==> src/ggp_pkg.sv <==
`default_nettype none
package ggp_pkg;
	localparam int REG_COUNT = 96;
	localparam logic [7:0] DEV_ADDR7 = 8'h0070;
	localparam logic [2:0] BITS_PER_BYTE = 3'h0;
	localparam logic [3:0] ACK_CLOCK = 4'h0008;

	// register offsets
	localparam logic [7:0] OPERATING_MODE_REG = 8'h0000;
	localparam logic [7:0] CONTROL_STATUS_REG = 8'h0001;
	localparam logic [7:0] CONVERSION_COUNT_PAIR = 8'h0004;
	localparam logic [7:0] BATTERY_CURRENT_PAIR = 8'h0006;
	localparam logic [7:0] BATTERY_VOLTAGE_PAIR = 8'h0008;
	localparam logic [7:0] DIE_TEMPERATURE_REG = 8'h000a;
	localparam logic [7:0] COULOMB_CONFIG_PAIR = 8'h000f;
	localparam logic [7:0] VOLTAGE_ALGO_PARAM_PAIR = 8'h0011;
	localparam logic [7:0] CHARGE_ALARM_LEVEL = 8'h0013;
	localparam logic [7:0] LOW_VOLT_ALARM_LEVEL = 8'h0014;
	localparam logic [7:0] RELAX_CURRENT_WINDOW = 8'h0015;
	localparam logic [7:0] RELAX_COUNTER_VALUE = 8'h0016;
	localparam logic [7:0] RELAX_COUNTER_LIMIT = 8'h0017;
	localparam logic [7:0] PART_TYPE_CODE = 8'h0018;
	localparam logic [7:0] UNMAPPED_A = 8'h0019;
	localparam logic [7:0] UNMAPPED_B = 8'h001a;
	localparam logic [7:0] COULOMB_ADJUST_PAIR = 8'h001b;
	localparam logic [7:0] VOLTAGE_ADJUST_PAIR = 8'h001d;
	localparam logic [7:0] VOLTAGE_ADJUST_HIGH = 8'h001e;
	localparam logic [7:0] UNMAPPED_C = 8'h001f;
	localparam logic [7:0] ALGO_SCRATCH_FIRST = 8'h0020;
	localparam logic [7:0] ALGO_SCRATCH_LAST = 8'h002f;
	localparam logic [7:0] CURVE_VOLTAGE_POINT_FIRST = 8'h0030;
	localparam logic [7:0] CURVE_CHARGE_POINT_FIRST = 8'h0050;
	localparam logic [7:0] CURVE_CHARGE_POINT_LAST = 8'h005f;

	// field positions
	localparam int MODE_GG_RUN = 4;
	localparam int MODE_FORCE_CC = 5;
	localparam int MODE_FORCE_VM = 6;
	localparam int CTRL_COUNTER_RST = 1;
	localparam int CTRL_SOFT_RESET = 4;

	// reset values
	localparam logic [7:0] MODE_DEFAULT = 8'h000b;
	localparam logic [7:0] CTRL_DEFAULT = 8'h0011;
	localparam logic [15:0] COULOMB_CONFIG_DEFAULT = 16'h018b;
	localparam logic [15:0] VOLTAGE_ALGO_DEFAULT = 16'h0141;
	localparam logic [7:0] CHARGE_ALARM_DEFAULT = 8'h0002;
	localparam logic [7:0] LOW_VOLT_ALARM_DEFAULT = 8'h00aa;
	localparam logic [7:0] CURRENT_WINDOW_DEFAULT = 8'h000a;
	localparam logic [7:0] RELAX_DEFAULT = 8'h0078;

	typedef logic [REG_COUNT-1:0][7:0] ggp_regs_type;

	typedef enum logic [3:0] {
		GGP_IDLE = 4'h0000,
		GGP_ADDR = 4'h0001,
		GGP_ACK_ADDR = 4'h0003,
		GGP_REGADR = 4'h0002,
		GGP_ACK_REG = 4'h0006,
		GGP_WDATA = 4'h0007,
		GGP_ACK_W = 4'h0005,
		GGP_RDATA = 4'h0004,
		GGP_ACK_R = 4'h000c
	} ggp_state_type;

	function automatic ggp_regs_type regDefaults();
		ggp_regs_type r;
		r = '0;
		r[OPERATING_MODE_REG] = MODE_DEFAULT;
		r[CONTROL_STATUS_REG] = CTRL_DEFAULT;
		r[COULOMB_CONFIG_PAIR] = COULOMB_CONFIG_DEFAULT[7:0];
		r[COULOMB_CONFIG_PAIR+8'h0001] = COULOMB_CONFIG_DEFAULT[15:8];
		r[VOLTAGE_ALGO_PARAM_PAIR] = VOLTAGE_ALGO_DEFAULT[7:0];
		r[VOLTAGE_ALGO_PARAM_PAIR+8'h0001] = VOLTAGE_ALGO_DEFAULT[15:8];
		r[CHARGE_ALARM_LEVEL] = CHARGE_ALARM_DEFAULT;
		r[LOW_VOLT_ALARM_LEVEL] = LOW_VOLT_ALARM_DEFAULT;
		r[RELAX_CURRENT_WINDOW] = CURRENT_WINDOW_DEFAULT;
		r[RELAX_COUNTER_VALUE] = RELAX_DEFAULT;
		r[RELAX_COUNTER_LIMIT] = RELAX_DEFAULT;
		return r;
	endfunction
endpackage
`default_nettype wire

==> src/ggp_edge_if.sv <==
`timescale 1ns/100ps
`default_nettype none
interface ggp_edge_if;
	logic lvl;
	logic rise;
	logic fall;
	modport src (output lvl, output rise, output fall);
	modport snk (input lvl, input rise, input fall);
endinterface
`default_nettype wire

==> src/ggp_i2c_port.sv <==
`timescale 1ns/100ps
`default_nettype none
module ggp_i2c_port
#(
	parameter logic [7:0] PART_ID = 8'h005a // arbitrary identification value
)
(
	input  wire logic        clk,
	input  wire logic        rst_b,
	input  wire logic        ce,
	input  wire logic        sclIn,
	input  wire logic        sdaIn,
	output logic             sdaOut,
	output logic             sdaOe,
	input  wire logic        measValid,
	input  wire logic [15:0] measCount,
	input  wire logic [15:0] measCurrent,
	input  wire logic [15:0] measVoltage,
	input  wire logic [7:0]  measTemp,
	input  wire logic [7:0]  relaxCount,
	input  wire logic [15:0] ccAdjust,
	input  wire logic [15:0] vmAdjust,
	output logic             measReady,
	output logic [7:0]       modeReg,
	output logic [7:0]       ctrlReg,
	output logic             softResetPulse
);
	typedef struct packed {
		ggp_pkg::ggp_state_type fsm;
		logic [3:0]             bitCnt;
		logic [7:0]             shift;
		logic [7:0]             ptr;
		logic                   busy;
		logic                   sdaOut;
		logic                   sdaOe;
		logic                   measReady;
		logic                   softRst;
		ggp_pkg::ggp_regs_type  regs;
	} ggp_port_type;

	ggp_port_type state_ff;
	ggp_port_type nxt_state;

	ggp_edge_if sclIf ();
	ggp_edge_if sdaIf ();

	ggp_pin_filter u_scl_filter (
		.clk     (clk),
		.rst_b   (rst_b),
		.ce      (ce),
		.pinIn   (sclIn),
		.edgeOut (sclIf.src)
	);

	ggp_pin_filter u_sda_filter (
		.clk     (clk),
		.rst_b   (rst_b),
		.ce      (ce),
		.pinIn   (sdaIn),
		.edgeOut (sdaIf.src)
	);

	function automatic logic isMapped(input logic [7:0] a);
		if (a > ggp_pkg::CURVE_CHARGE_POINT_LAST)
			isMapped = 1'b0;
		else if (a == ggp_pkg::UNMAPPED_A)
			isMapped = 1'b0;
		else if (a == ggp_pkg::UNMAPPED_B)
			isMapped = 1'b0;
		else if (a == ggp_pkg::UNMAPPED_C)
			isMapped = 1'b0;
		else
			isMapped = 1'b1;
	endfunction

	function automatic logic isWritable(input logic [7:0] a);
		if (!isMapped(a))
			isWritable = 1'b0;
		else if (a >= ggp_pkg::CONVERSION_COUNT_PAIR
			&& a <= ggp_pkg::DIE_TEMPERATURE_REG)
			isWritable = 1'b0;
		else if (a == ggp_pkg::RELAX_COUNTER_VALUE)
			isWritable = 1'b0;
		else if (a == ggp_pkg::PART_TYPE_CODE)
			isWritable = 1'b0;
		else if (a >= ggp_pkg::COULOMB_ADJUST_PAIR
			&& a <= ggp_pkg::VOLTAGE_ADJUST_HIGH)
			isWritable = 1'b0;
		else
			isWritable = 1'b1;
	endfunction

	function automatic logic [7:0] rdByte(
		input ggp_pkg::ggp_regs_type r,
		input logic [7:0] a
	);
		rdByte = 8'h0000;
		if (a == ggp_pkg::PART_TYPE_CODE)
			rdByte = PART_ID;
		else if (isMapped(a))
			rdByte = r[a[6:0]];
	endfunction

	// byte under the pointer, ready for the shifter when a read byte starts
	logic [7:0] rdNext;
	assign rdNext = rdByte(state_ff.regs, state_ff.ptr);

	// put one byte into the map; covers soft reset and read-only addresses
	function automatic ggp_pkg::ggp_regs_type wrByte(
		input ggp_pkg::ggp_regs_type r,
		input logic [7:0] a,
		input logic [7:0] d
	);
		wrByte = r;
		if (a == ggp_pkg::CONTROL_STATUS_REG && d[ggp_pkg::CTRL_SOFT_RESET])
		begin
			wrByte = ggp_pkg::regDefaults();
		end
		else if (isWritable(a))
			wrByte[a[6:0]] = d;
	endfunction

	always_comb
	begin
		nxt_state = state_ff;
		nxt_state.softRst = 1'b0;
		// command bits last one cycle only
		nxt_state.regs[ggp_pkg::OPERATING_MODE_REG][ggp_pkg::MODE_FORCE_CC] =
			1'b0;
		nxt_state.regs[ggp_pkg::OPERATING_MODE_REG][ggp_pkg::MODE_FORCE_VM] =
			1'b0;
		nxt_state.regs[ggp_pkg::CONTROL_STATUS_REG][ggp_pkg::CTRL_COUNTER_RST] =
			1'b0;

		// updates only between transfers, so a burst read sees one snapshot
		if (measValid && !state_ff.busy)
		begin
			nxt_state.regs[ggp_pkg::CONVERSION_COUNT_PAIR] = measCount[7:0];
			nxt_state.regs[ggp_pkg::CONVERSION_COUNT_PAIR+8'h0001] =
				measCount[15:8];
			nxt_state.regs[ggp_pkg::BATTERY_CURRENT_PAIR] = measCurrent[7:0];
			nxt_state.regs[ggp_pkg::BATTERY_CURRENT_PAIR+8'h0001] =
				measCurrent[15:8];
			nxt_state.regs[ggp_pkg::BATTERY_VOLTAGE_PAIR] = measVoltage[7:0];
			nxt_state.regs[ggp_pkg::BATTERY_VOLTAGE_PAIR+8'h0001] =
				measVoltage[15:8];
			nxt_state.regs[ggp_pkg::DIE_TEMPERATURE_REG] = measTemp;
			nxt_state.regs[ggp_pkg::RELAX_COUNTER_VALUE] = relaxCount;
			nxt_state.regs[ggp_pkg::COULOMB_ADJUST_PAIR] = ccAdjust[7:0];
			nxt_state.regs[ggp_pkg::COULOMB_ADJUST_PAIR+8'h0001] =
				ccAdjust[15:8];
			nxt_state.regs[ggp_pkg::VOLTAGE_ADJUST_PAIR] = vmAdjust[7:0];
			nxt_state.regs[ggp_pkg::VOLTAGE_ADJUST_PAIR+8'h0001] =
				vmAdjust[15:8];
		end

		if (sclIf.lvl && sdaIf.fall)
		begin
			nxt_state.fsm = ggp_pkg::GGP_ADDR;
			nxt_state.bitCnt = '0;
			nxt_state.busy = 1'b1;
			nxt_state.sdaOe = 1'b0;
		end
		else if (sclIf.lvl && sdaIf.rise)
		begin
			nxt_state.fsm = ggp_pkg::GGP_IDLE;
			nxt_state.busy = 1'b0;
			nxt_state.sdaOe = 1'b0;
		end
		else if (sclIf.rise)
		begin
			// data is taken on the rising clock, msb arrives first
			case (state_ff.fsm)
				ggp_pkg::GGP_ADDR, ggp_pkg::GGP_REGADR, ggp_pkg::GGP_WDATA:
				begin
					nxt_state.shift = {state_ff.shift[6:0], sdaIf.lvl};
					nxt_state.bitCnt = state_ff.bitCnt + 4'h0001;
				end
				ggp_pkg::GGP_RDATA:
					nxt_state.bitCnt = state_ff.bitCnt + 4'h0001;
				ggp_pkg::GGP_ACK_R:
				begin
					if (sdaIf.lvl)
						nxt_state.fsm = ggp_pkg::GGP_IDLE;
				end
				default:
					nxt_state.fsm = state_ff.fsm;
			endcase
		end
		else if (sclIf.fall)
		begin
			case (state_ff.fsm)
				ggp_pkg::GGP_ADDR:
				begin
					if (state_ff.bitCnt == ggp_pkg::ACK_CLOCK)
					begin
						if (state_ff.shift[7:1] == ggp_pkg::DEV_ADDR7[6:0])
						begin
							nxt_state.fsm = ggp_pkg::GGP_ACK_ADDR;
							nxt_state.sdaOe = 1'b1;
						end
						else
							nxt_state.fsm = ggp_pkg::GGP_IDLE;
					end
				end
				ggp_pkg::GGP_ACK_ADDR:
				begin
					nxt_state.bitCnt = '0;
					if (state_ff.shift[0])
					begin
						nxt_state.fsm = ggp_pkg::GGP_RDATA;
						nxt_state.shift = rdNext;
						nxt_state.sdaOe = ~rdNext[7];
						nxt_state.ptr = state_ff.ptr + 8'h0001;
					end
					else
					begin
						nxt_state.fsm = ggp_pkg::GGP_REGADR;
						nxt_state.sdaOe = 1'b0;
					end
				end
				ggp_pkg::GGP_REGADR:
				begin
					if (state_ff.bitCnt == ggp_pkg::ACK_CLOCK)
					begin
						nxt_state.ptr = state_ff.shift;
						nxt_state.fsm = ggp_pkg::GGP_ACK_REG;
						nxt_state.sdaOe = 1'b1;
					end
				end
				ggp_pkg::GGP_WDATA:
				begin
					if (state_ff.bitCnt == ggp_pkg::ACK_CLOCK)
					begin
						nxt_state.regs = wrByte(nxt_state.regs, state_ff.ptr,
							state_ff.shift);
						nxt_state.softRst =
							state_ff.ptr == ggp_pkg::CONTROL_STATUS_REG
							&& state_ff.shift[ggp_pkg::CTRL_SOFT_RESET];
						nxt_state.ptr = state_ff.ptr + 8'h0001;
						nxt_state.fsm = ggp_pkg::GGP_ACK_W;
						nxt_state.sdaOe = 1'b1;
					end
				end
				ggp_pkg::GGP_ACK_REG, ggp_pkg::GGP_ACK_W:
				begin
					nxt_state.fsm = ggp_pkg::GGP_WDATA;
					nxt_state.bitCnt = '0;
					nxt_state.sdaOe = 1'b0;
				end
				ggp_pkg::GGP_RDATA:
				begin
					if (state_ff.bitCnt == ggp_pkg::ACK_CLOCK)
					begin
						nxt_state.fsm = ggp_pkg::GGP_ACK_R;
						nxt_state.sdaOe = 1'b0;
					end
					else
					begin
						nxt_state.shift = {state_ff.shift[6:0], 1'b0};
						nxt_state.sdaOe = ~state_ff.shift[6];
					end
				end
				ggp_pkg::GGP_ACK_R:
				begin
					nxt_state.fsm = ggp_pkg::GGP_RDATA;
					nxt_state.bitCnt = '0;
					nxt_state.shift = rdNext;
					nxt_state.sdaOe = ~rdNext[7];
					nxt_state.ptr = state_ff.ptr + 8'h0001;
				end
				default:
					nxt_state.fsm = state_ff.fsm;
			endcase
		end

		nxt_state.measReady = ~nxt_state.busy;
		nxt_state.sdaOut = 1'b0;
	end

	always_ff @(posedge clk)
	begin
		if (!rst_b)
		begin
			state_ff <= '0;
			state_ff.fsm <= ggp_pkg::GGP_IDLE;
			state_ff.measReady <= 1'b1;
			state_ff.regs <= ggp_pkg::regDefaults();
		end
		else if (ce)
			state_ff <= nxt_state;
	end

	// defaults also via the shared reset table
	assign sdaOut = state_ff.sdaOut;
	assign sdaOe = state_ff.sdaOe;
	assign measReady = state_ff.measReady;
	assign modeReg = state_ff.regs[ggp_pkg::OPERATING_MODE_REG];
	assign ctrlReg = state_ff.regs[ggp_pkg::CONTROL_STATUS_REG];
	assign softResetPulse = state_ff.softRst;
endmodule // ggp_i2c_port
`default_nettype wire

==> src/ggp_pin_filter.sv <==
`timescale 1ns/100ps
`default_nettype none
// three-stage sampler; a change is taken once stages two and three agree,
// which also swallows single-sample spikes
module ggp_pin_filter
(
	input  wire logic     clk,
	input  wire logic     rst_b,
	input  wire logic     ce,
	input  wire logic     pinIn,
	ggp_edge_if.src       edgeOut
);
	typedef struct packed {
		logic s1;
		logic s2;
		logic s3;
		logic lvl;
		logic rise;
		logic fall;
	} ggp_filt_type;

	ggp_filt_type state_ff;
	ggp_filt_type nxt_state;

	always_comb
	begin
		nxt_state = state_ff;
		nxt_state.s1 = pinIn;
		nxt_state.s2 = state_ff.s1;
		nxt_state.s3 = state_ff.s2;
		nxt_state.rise = 1'b0;
		nxt_state.fall = 1'b0;
		if (state_ff.s2 == state_ff.s3 && state_ff.s3 != state_ff.lvl)
		begin
			nxt_state.lvl = state_ff.s3;
			nxt_state.rise = state_ff.s3;
			nxt_state.fall = ~state_ff.s3;
		end
	end

	// idle bus level is high
	always_ff @(posedge clk)
	begin
		if (!rst_b)
			state_ff <= '{s1: 1'b1, s2: 1'b1, s3: 1'b1, lvl: 1'b1,
				rise: 1'b0, fall: 1'b0};
		else if (ce)
			state_ff <= nxt_state;
	end

	assign edgeOut.lvl = state_ff.lvl;
	assign edgeOut.rise = state_ff.rise;
	assign edgeOut.fall = state_ff.fall;
endmodule // ggp_pin_filter
`default_nettype wire

==> config.mk <==
export PLATFORM = sky130hd
export DESIGN_NAME = ggp_i2c_port
export DESIGN_NICKNAME = d
export VERILOG_FILES = /design/src/ggp_pkg.sv /design/src/ggp_edge_if.sv /design/src/ggp_i2c_port.sv /design/src/ggp_pin_filter.sv
export SDC_FILE = /design/constraint.sdc
export NUM_CORES = 2
export LEC_CHECK = 0
export ABC_AREA = 1
export BUFFER_PORTS_ARGS = -buffer_cell sky130_fd_sc_hd__buf_2
export CAP_MARGIN = 20
export CORE_MARGIN = 8
export CORE_UTILIZATION = 40
export CTS_CLUSTER_SIZE = 24
export DETAILED_ROUTE_END_ITERATION = 10
export GPL_ROUTABILITY_DRIVEN = 1
export PLACE_DENSITY = 0.57
export SLEW_MARGIN = 20
export SYNTH_ARGS = -nofsm -noshare
export SYNTH_HDL_FRONTEND = slang
export SYNTH_SLANG_ARGS = --single-unit
==> constraint.sdc <==
create_clock -name clk -period 3.5 [get_ports clk]
set_input_delay 0.525 -clock clk [delete_from_list [all_inputs] [get_ports clk]]
set_output_delay 0.525 -clock clk [all_outputs]
set_load 0.01 [all_outputs]
==> results.md <==
* CTS Buf Count at 95
* Final Hold Viols at 0
* CP Depth at 13
* Die extent in y at around 350 um
* Fin. max-slew vios at 0
* Slowest CP cell: nand3_1
* Wire length on met2 at ~77,000 um
* Syn. warnings at 0
* # nets final at approximately 6,600
* Met1 wire length at just under 80,000 um
* IO Pins at roughly 120
* DIE WIDTH at roughly 350 um
* CTS tree: built
* Pleak at approximately 17 nW
* Cell with the most instances after synthesis: nand2_1
* Pwr per Cell Area at between 400 and 500 nW/um^2
* Critical Path Sink Type: flip-flop
* Max Fclk at approximately 310 MHz
* Final Cycle Share at 0.921
* 1st-iter DRT viols at 5,778
* Worst Hold Depth at 3
* Fin Setup TNS at 0 ns
* Core footprint at around 110,000 sq um
* Initial antenna violation count at 0
* Number of max-cap violations at 0
* RSZ-0062 raised after global routing: no
* Delay of the slowest critical-path stage at about 0.47 ns
* Worst Max-Slew Pin Slew at roughly 1.0 ns
* Crit Path Category: reg -> reg
* Total power at just over 20 mW
* Cells after Synth at 6,716
* Netlist cell types at 48
* Share of the synthesized area in the top cell type at 0.362
* Fillers at 11,521
* Worst EP required at just over 4 ns
* Synth Cell Area at between 40,000 and 50,000 sq um
* Peak VDD IR at ~0.33 mV
* Net Count, Synth at 6,824
* Via count at about 47,000
* # setup viols final at 0
* Synth async-reset ratio at 0
* R2R Path End: state_ff[766]$_SDFFE_PN0P_
* Global-route usage over all layers at 0.274
* Placed cell areas at about 46,000 sq um
* Seq/Total Area, Yosys at 0.362
* Flops & latches, synth at 808
* WP data arrival at 3.78 ns
* Setup Slack @ Placement at 0.421 ns
* Critical Path Fanout Max at 62
* Number of synthesized flops with an enable pin at 0
* Syn_area_per_cell at about 6.7 sq um
* Worst skew pair latency at slightly below 0.7 ns
* Fin Hold WS at roughly 0.08 ns
* Clk sinks at ~810
* Vias in the first global route at 42,305
* Clock Skew at 0.0383 ns
* Hold worst-path end: u_scl_filter.nxt_state[4]$_SDFFE_PN1P_
* Post-CTS Hold Buffers at 0
* First-pass iteration count of the detailed router at 6
* Detailed Place HPWL at 110,000 um
* WL met3 at ~15,000 um
* Design Area, Final at roughly 49,000 sq um
* CTS Buffer Depth at 3
* Vias/cell at between 5 and 6
* Cell taking the most area after synthesis: dfxtp_1
* Total wire length at 177,000 um
* Layout cell share with drive strength beyond 1 at 0.0911
* Placer Congestion at 0.941
* Drt wl/cell at approximately 22 um
* Synth cell count leaders: 1,919 x nand2_1, 829 x nor2_1, 808 x dfxtp_1, 806 x o21ai_0, 591 x o211ai_1
* Outcome: completed
* Post-CTS Repair Setup Buffers at 0
* Starting Density at 0.404
* Reg2Reg Setup Slack at 0.28 ns
* First-pass GRT wire length at approximately 270,000 um
* Largest net degree at the start of global routing at between 100 and 150
* Tmin final at approximately 3.2 ns
* Layout area overhead at 10.5%
* Buf+Inv Stages, Crit Path at 4
* CP cell instances: inv_1 > ha_1 > nand3_1 > nor2_8 > inv_2 > nor2_4 > inv_2 > nor2_2 > nand2_4 > inv_16 > nand3_1 > o21ai_0 > a21oi_1
* Std cell rows at between 100 and 150
* GRT overflow at 0
* Hold Path Class: in -> reg
* CTS root buf: clkbuf_16
* Clk slew on worst S/H paths at around 0.070 ns
* Port Buf Inserts at between 100 and 150
* Startpoint types: flip-flop
* Setup ws final at roughly 0.28 ns
* Synth area leaders: dfxtp_1 36%, nand2_1 16%, o211ai_1 9.9%
* CTS H-Tree Depth at 3
* Crit path max-delay family: simple AND/OR/NAND/NOR gates
* Hold path start: sclIn
* ANT nets after route at 0
* Most used DFF post-synth: dfxtp_1
* Worst reg2reg path startpoint: state_ff[789]$_SDFFE_PN0P_
* R2r worst-path depth at 13
* Die area at around 120,000 sq um
* Max_slew headroom at 0.327
* Post-cts repair resize count at 0
* DR DRC count at 0
* Top Layer Used: met4
-- cell type report --
| cell class | count | area [sq um] | area share |
|---|---|---|---|
| inverter | 254 | 1010 | 0.0204 |
| tap | 1488 | 1860 | 0.0377 |
| sequential | 808 | 16200 | 0.328 |
| clock buffer | 148 | 2910 | 0.0590 |
| clock inverter | 24 | 239 | 0.00484 |
| multi-input combinational | 5053 | 24600 | 0.498 |
| timing repair buffer | 302 | 2570 | 0.0520 |
| antenna | 2 | 5.00 | 0.000101 |
-- stage by stage --
stage	instances	utilization
global placement	7905	0.417
detailed placement	7905	0.417
global route	8077	0.446
finish	8079	0.446
floorplan	6716	-
CTS	8077	0.446
-- worst register-to-register path: stages, from the launching register on --
cell and delay (ns):
dfxtp_1 0.34, inv_1 0.09, ha_1 0.15, nand3_1 0.34
nor2_8 0.34, inv_2 0.10, nor2_4 0.15, inv_2 0.06
nor2_2 0.16, nand2_4 0.15, inv_16 0.25, nand3_1 0.55
o21ai_0 0.37, a21oi_1 0.07
-- kinds of logic after synthesis --
group	synth area share
simple gates	0.266
compound gates	0.266
buf+inv	0.0892
flops	0.362
mux	0.0146
fa+ha+maj	0.00168
xor+xnor	0.000784
other cells	0.0000839
-- state kept, by name (all words and copies together), names as in the netlist, 2 cells and up --
signal                  count
state_ff                  777
modeReg                     8
u_scl_filter.nxt_state      2
ctrlReg                     8
u_sda_filter.nxt_state      2
-- power breakdown --
part	total, mW	internal (mW)	switching (mW)
clock	10.2	5.98	4.24
sequential	9.32	9.27	0.0540
combinational	0.721	0.251	0.470
-- layer usage --
| metal | vias up | GRT usage |
|---|---|---|
| li1 | 22320 | - |
| met1 | 22253 | 0.388 |
| met2 | 1986 | 0.420 |
| met3 | 317 | 0.0428 |
| met4 | 0 | 0.0989 |
| met5 | - | 0 |
-- how the worst max path moves through the flow --
| stage | slack (ns) | to | from |
|---|---|---|---|
| 6_report | 0.28 | state_ff[766]$_SDFFE_PN0P_ | state_ff[789]$_SDFFE_PN0P_ |
| 5_1_grt | 0.09 | state_ff[766]$_SDFFE_PN0P_ | state_ff[789]$_SDFFE_PN0P_ |
| 4_1_cts | 0.41 | state_ff[766]$_SDFFE_PN0P_ | state_ff[789]$_SDFFE_PN0P_ |
| 3_5_place_dp | 0.42 | state_ff[766]$_SDFFE_PN0P_ | state_ff[789]$_SDFFE_PN0P_ |
| 3_3_place_gp | 0.39 | sdaOe$_SDFFE_PN0P_ | state_ff[773]$_SDFFE_PN0P_ |
| 2_1_floorplan | 0.82 | state_ff[132]$_SDFFE_PN0P_ | state_ff[773]$_SDFFE_PN0P_ |
-- cell usage in the layout, fill, tap and decap left out, drive strengths merged, types with 3 or more instances in the layout --
master      n
o311ai     68
a22oi      73
nand2    1922
ha          6
inv       248
o211ai    591
o41ai       4
nor3        8
o31ai       4
bufinv      4
nor2      853
a211oi      7
o22ai      11
clkbuf    148
or2        25
nand3     162
a21oi     298
dfxtp     808
nand4      46
buf       302
a31oi       3
o2111ai    11
xor2        4
clkinv     26
mux2       56
nor4        4
o21a        4
o21ai     881
No activity file was read; power rests on OpenSTA's default activity.
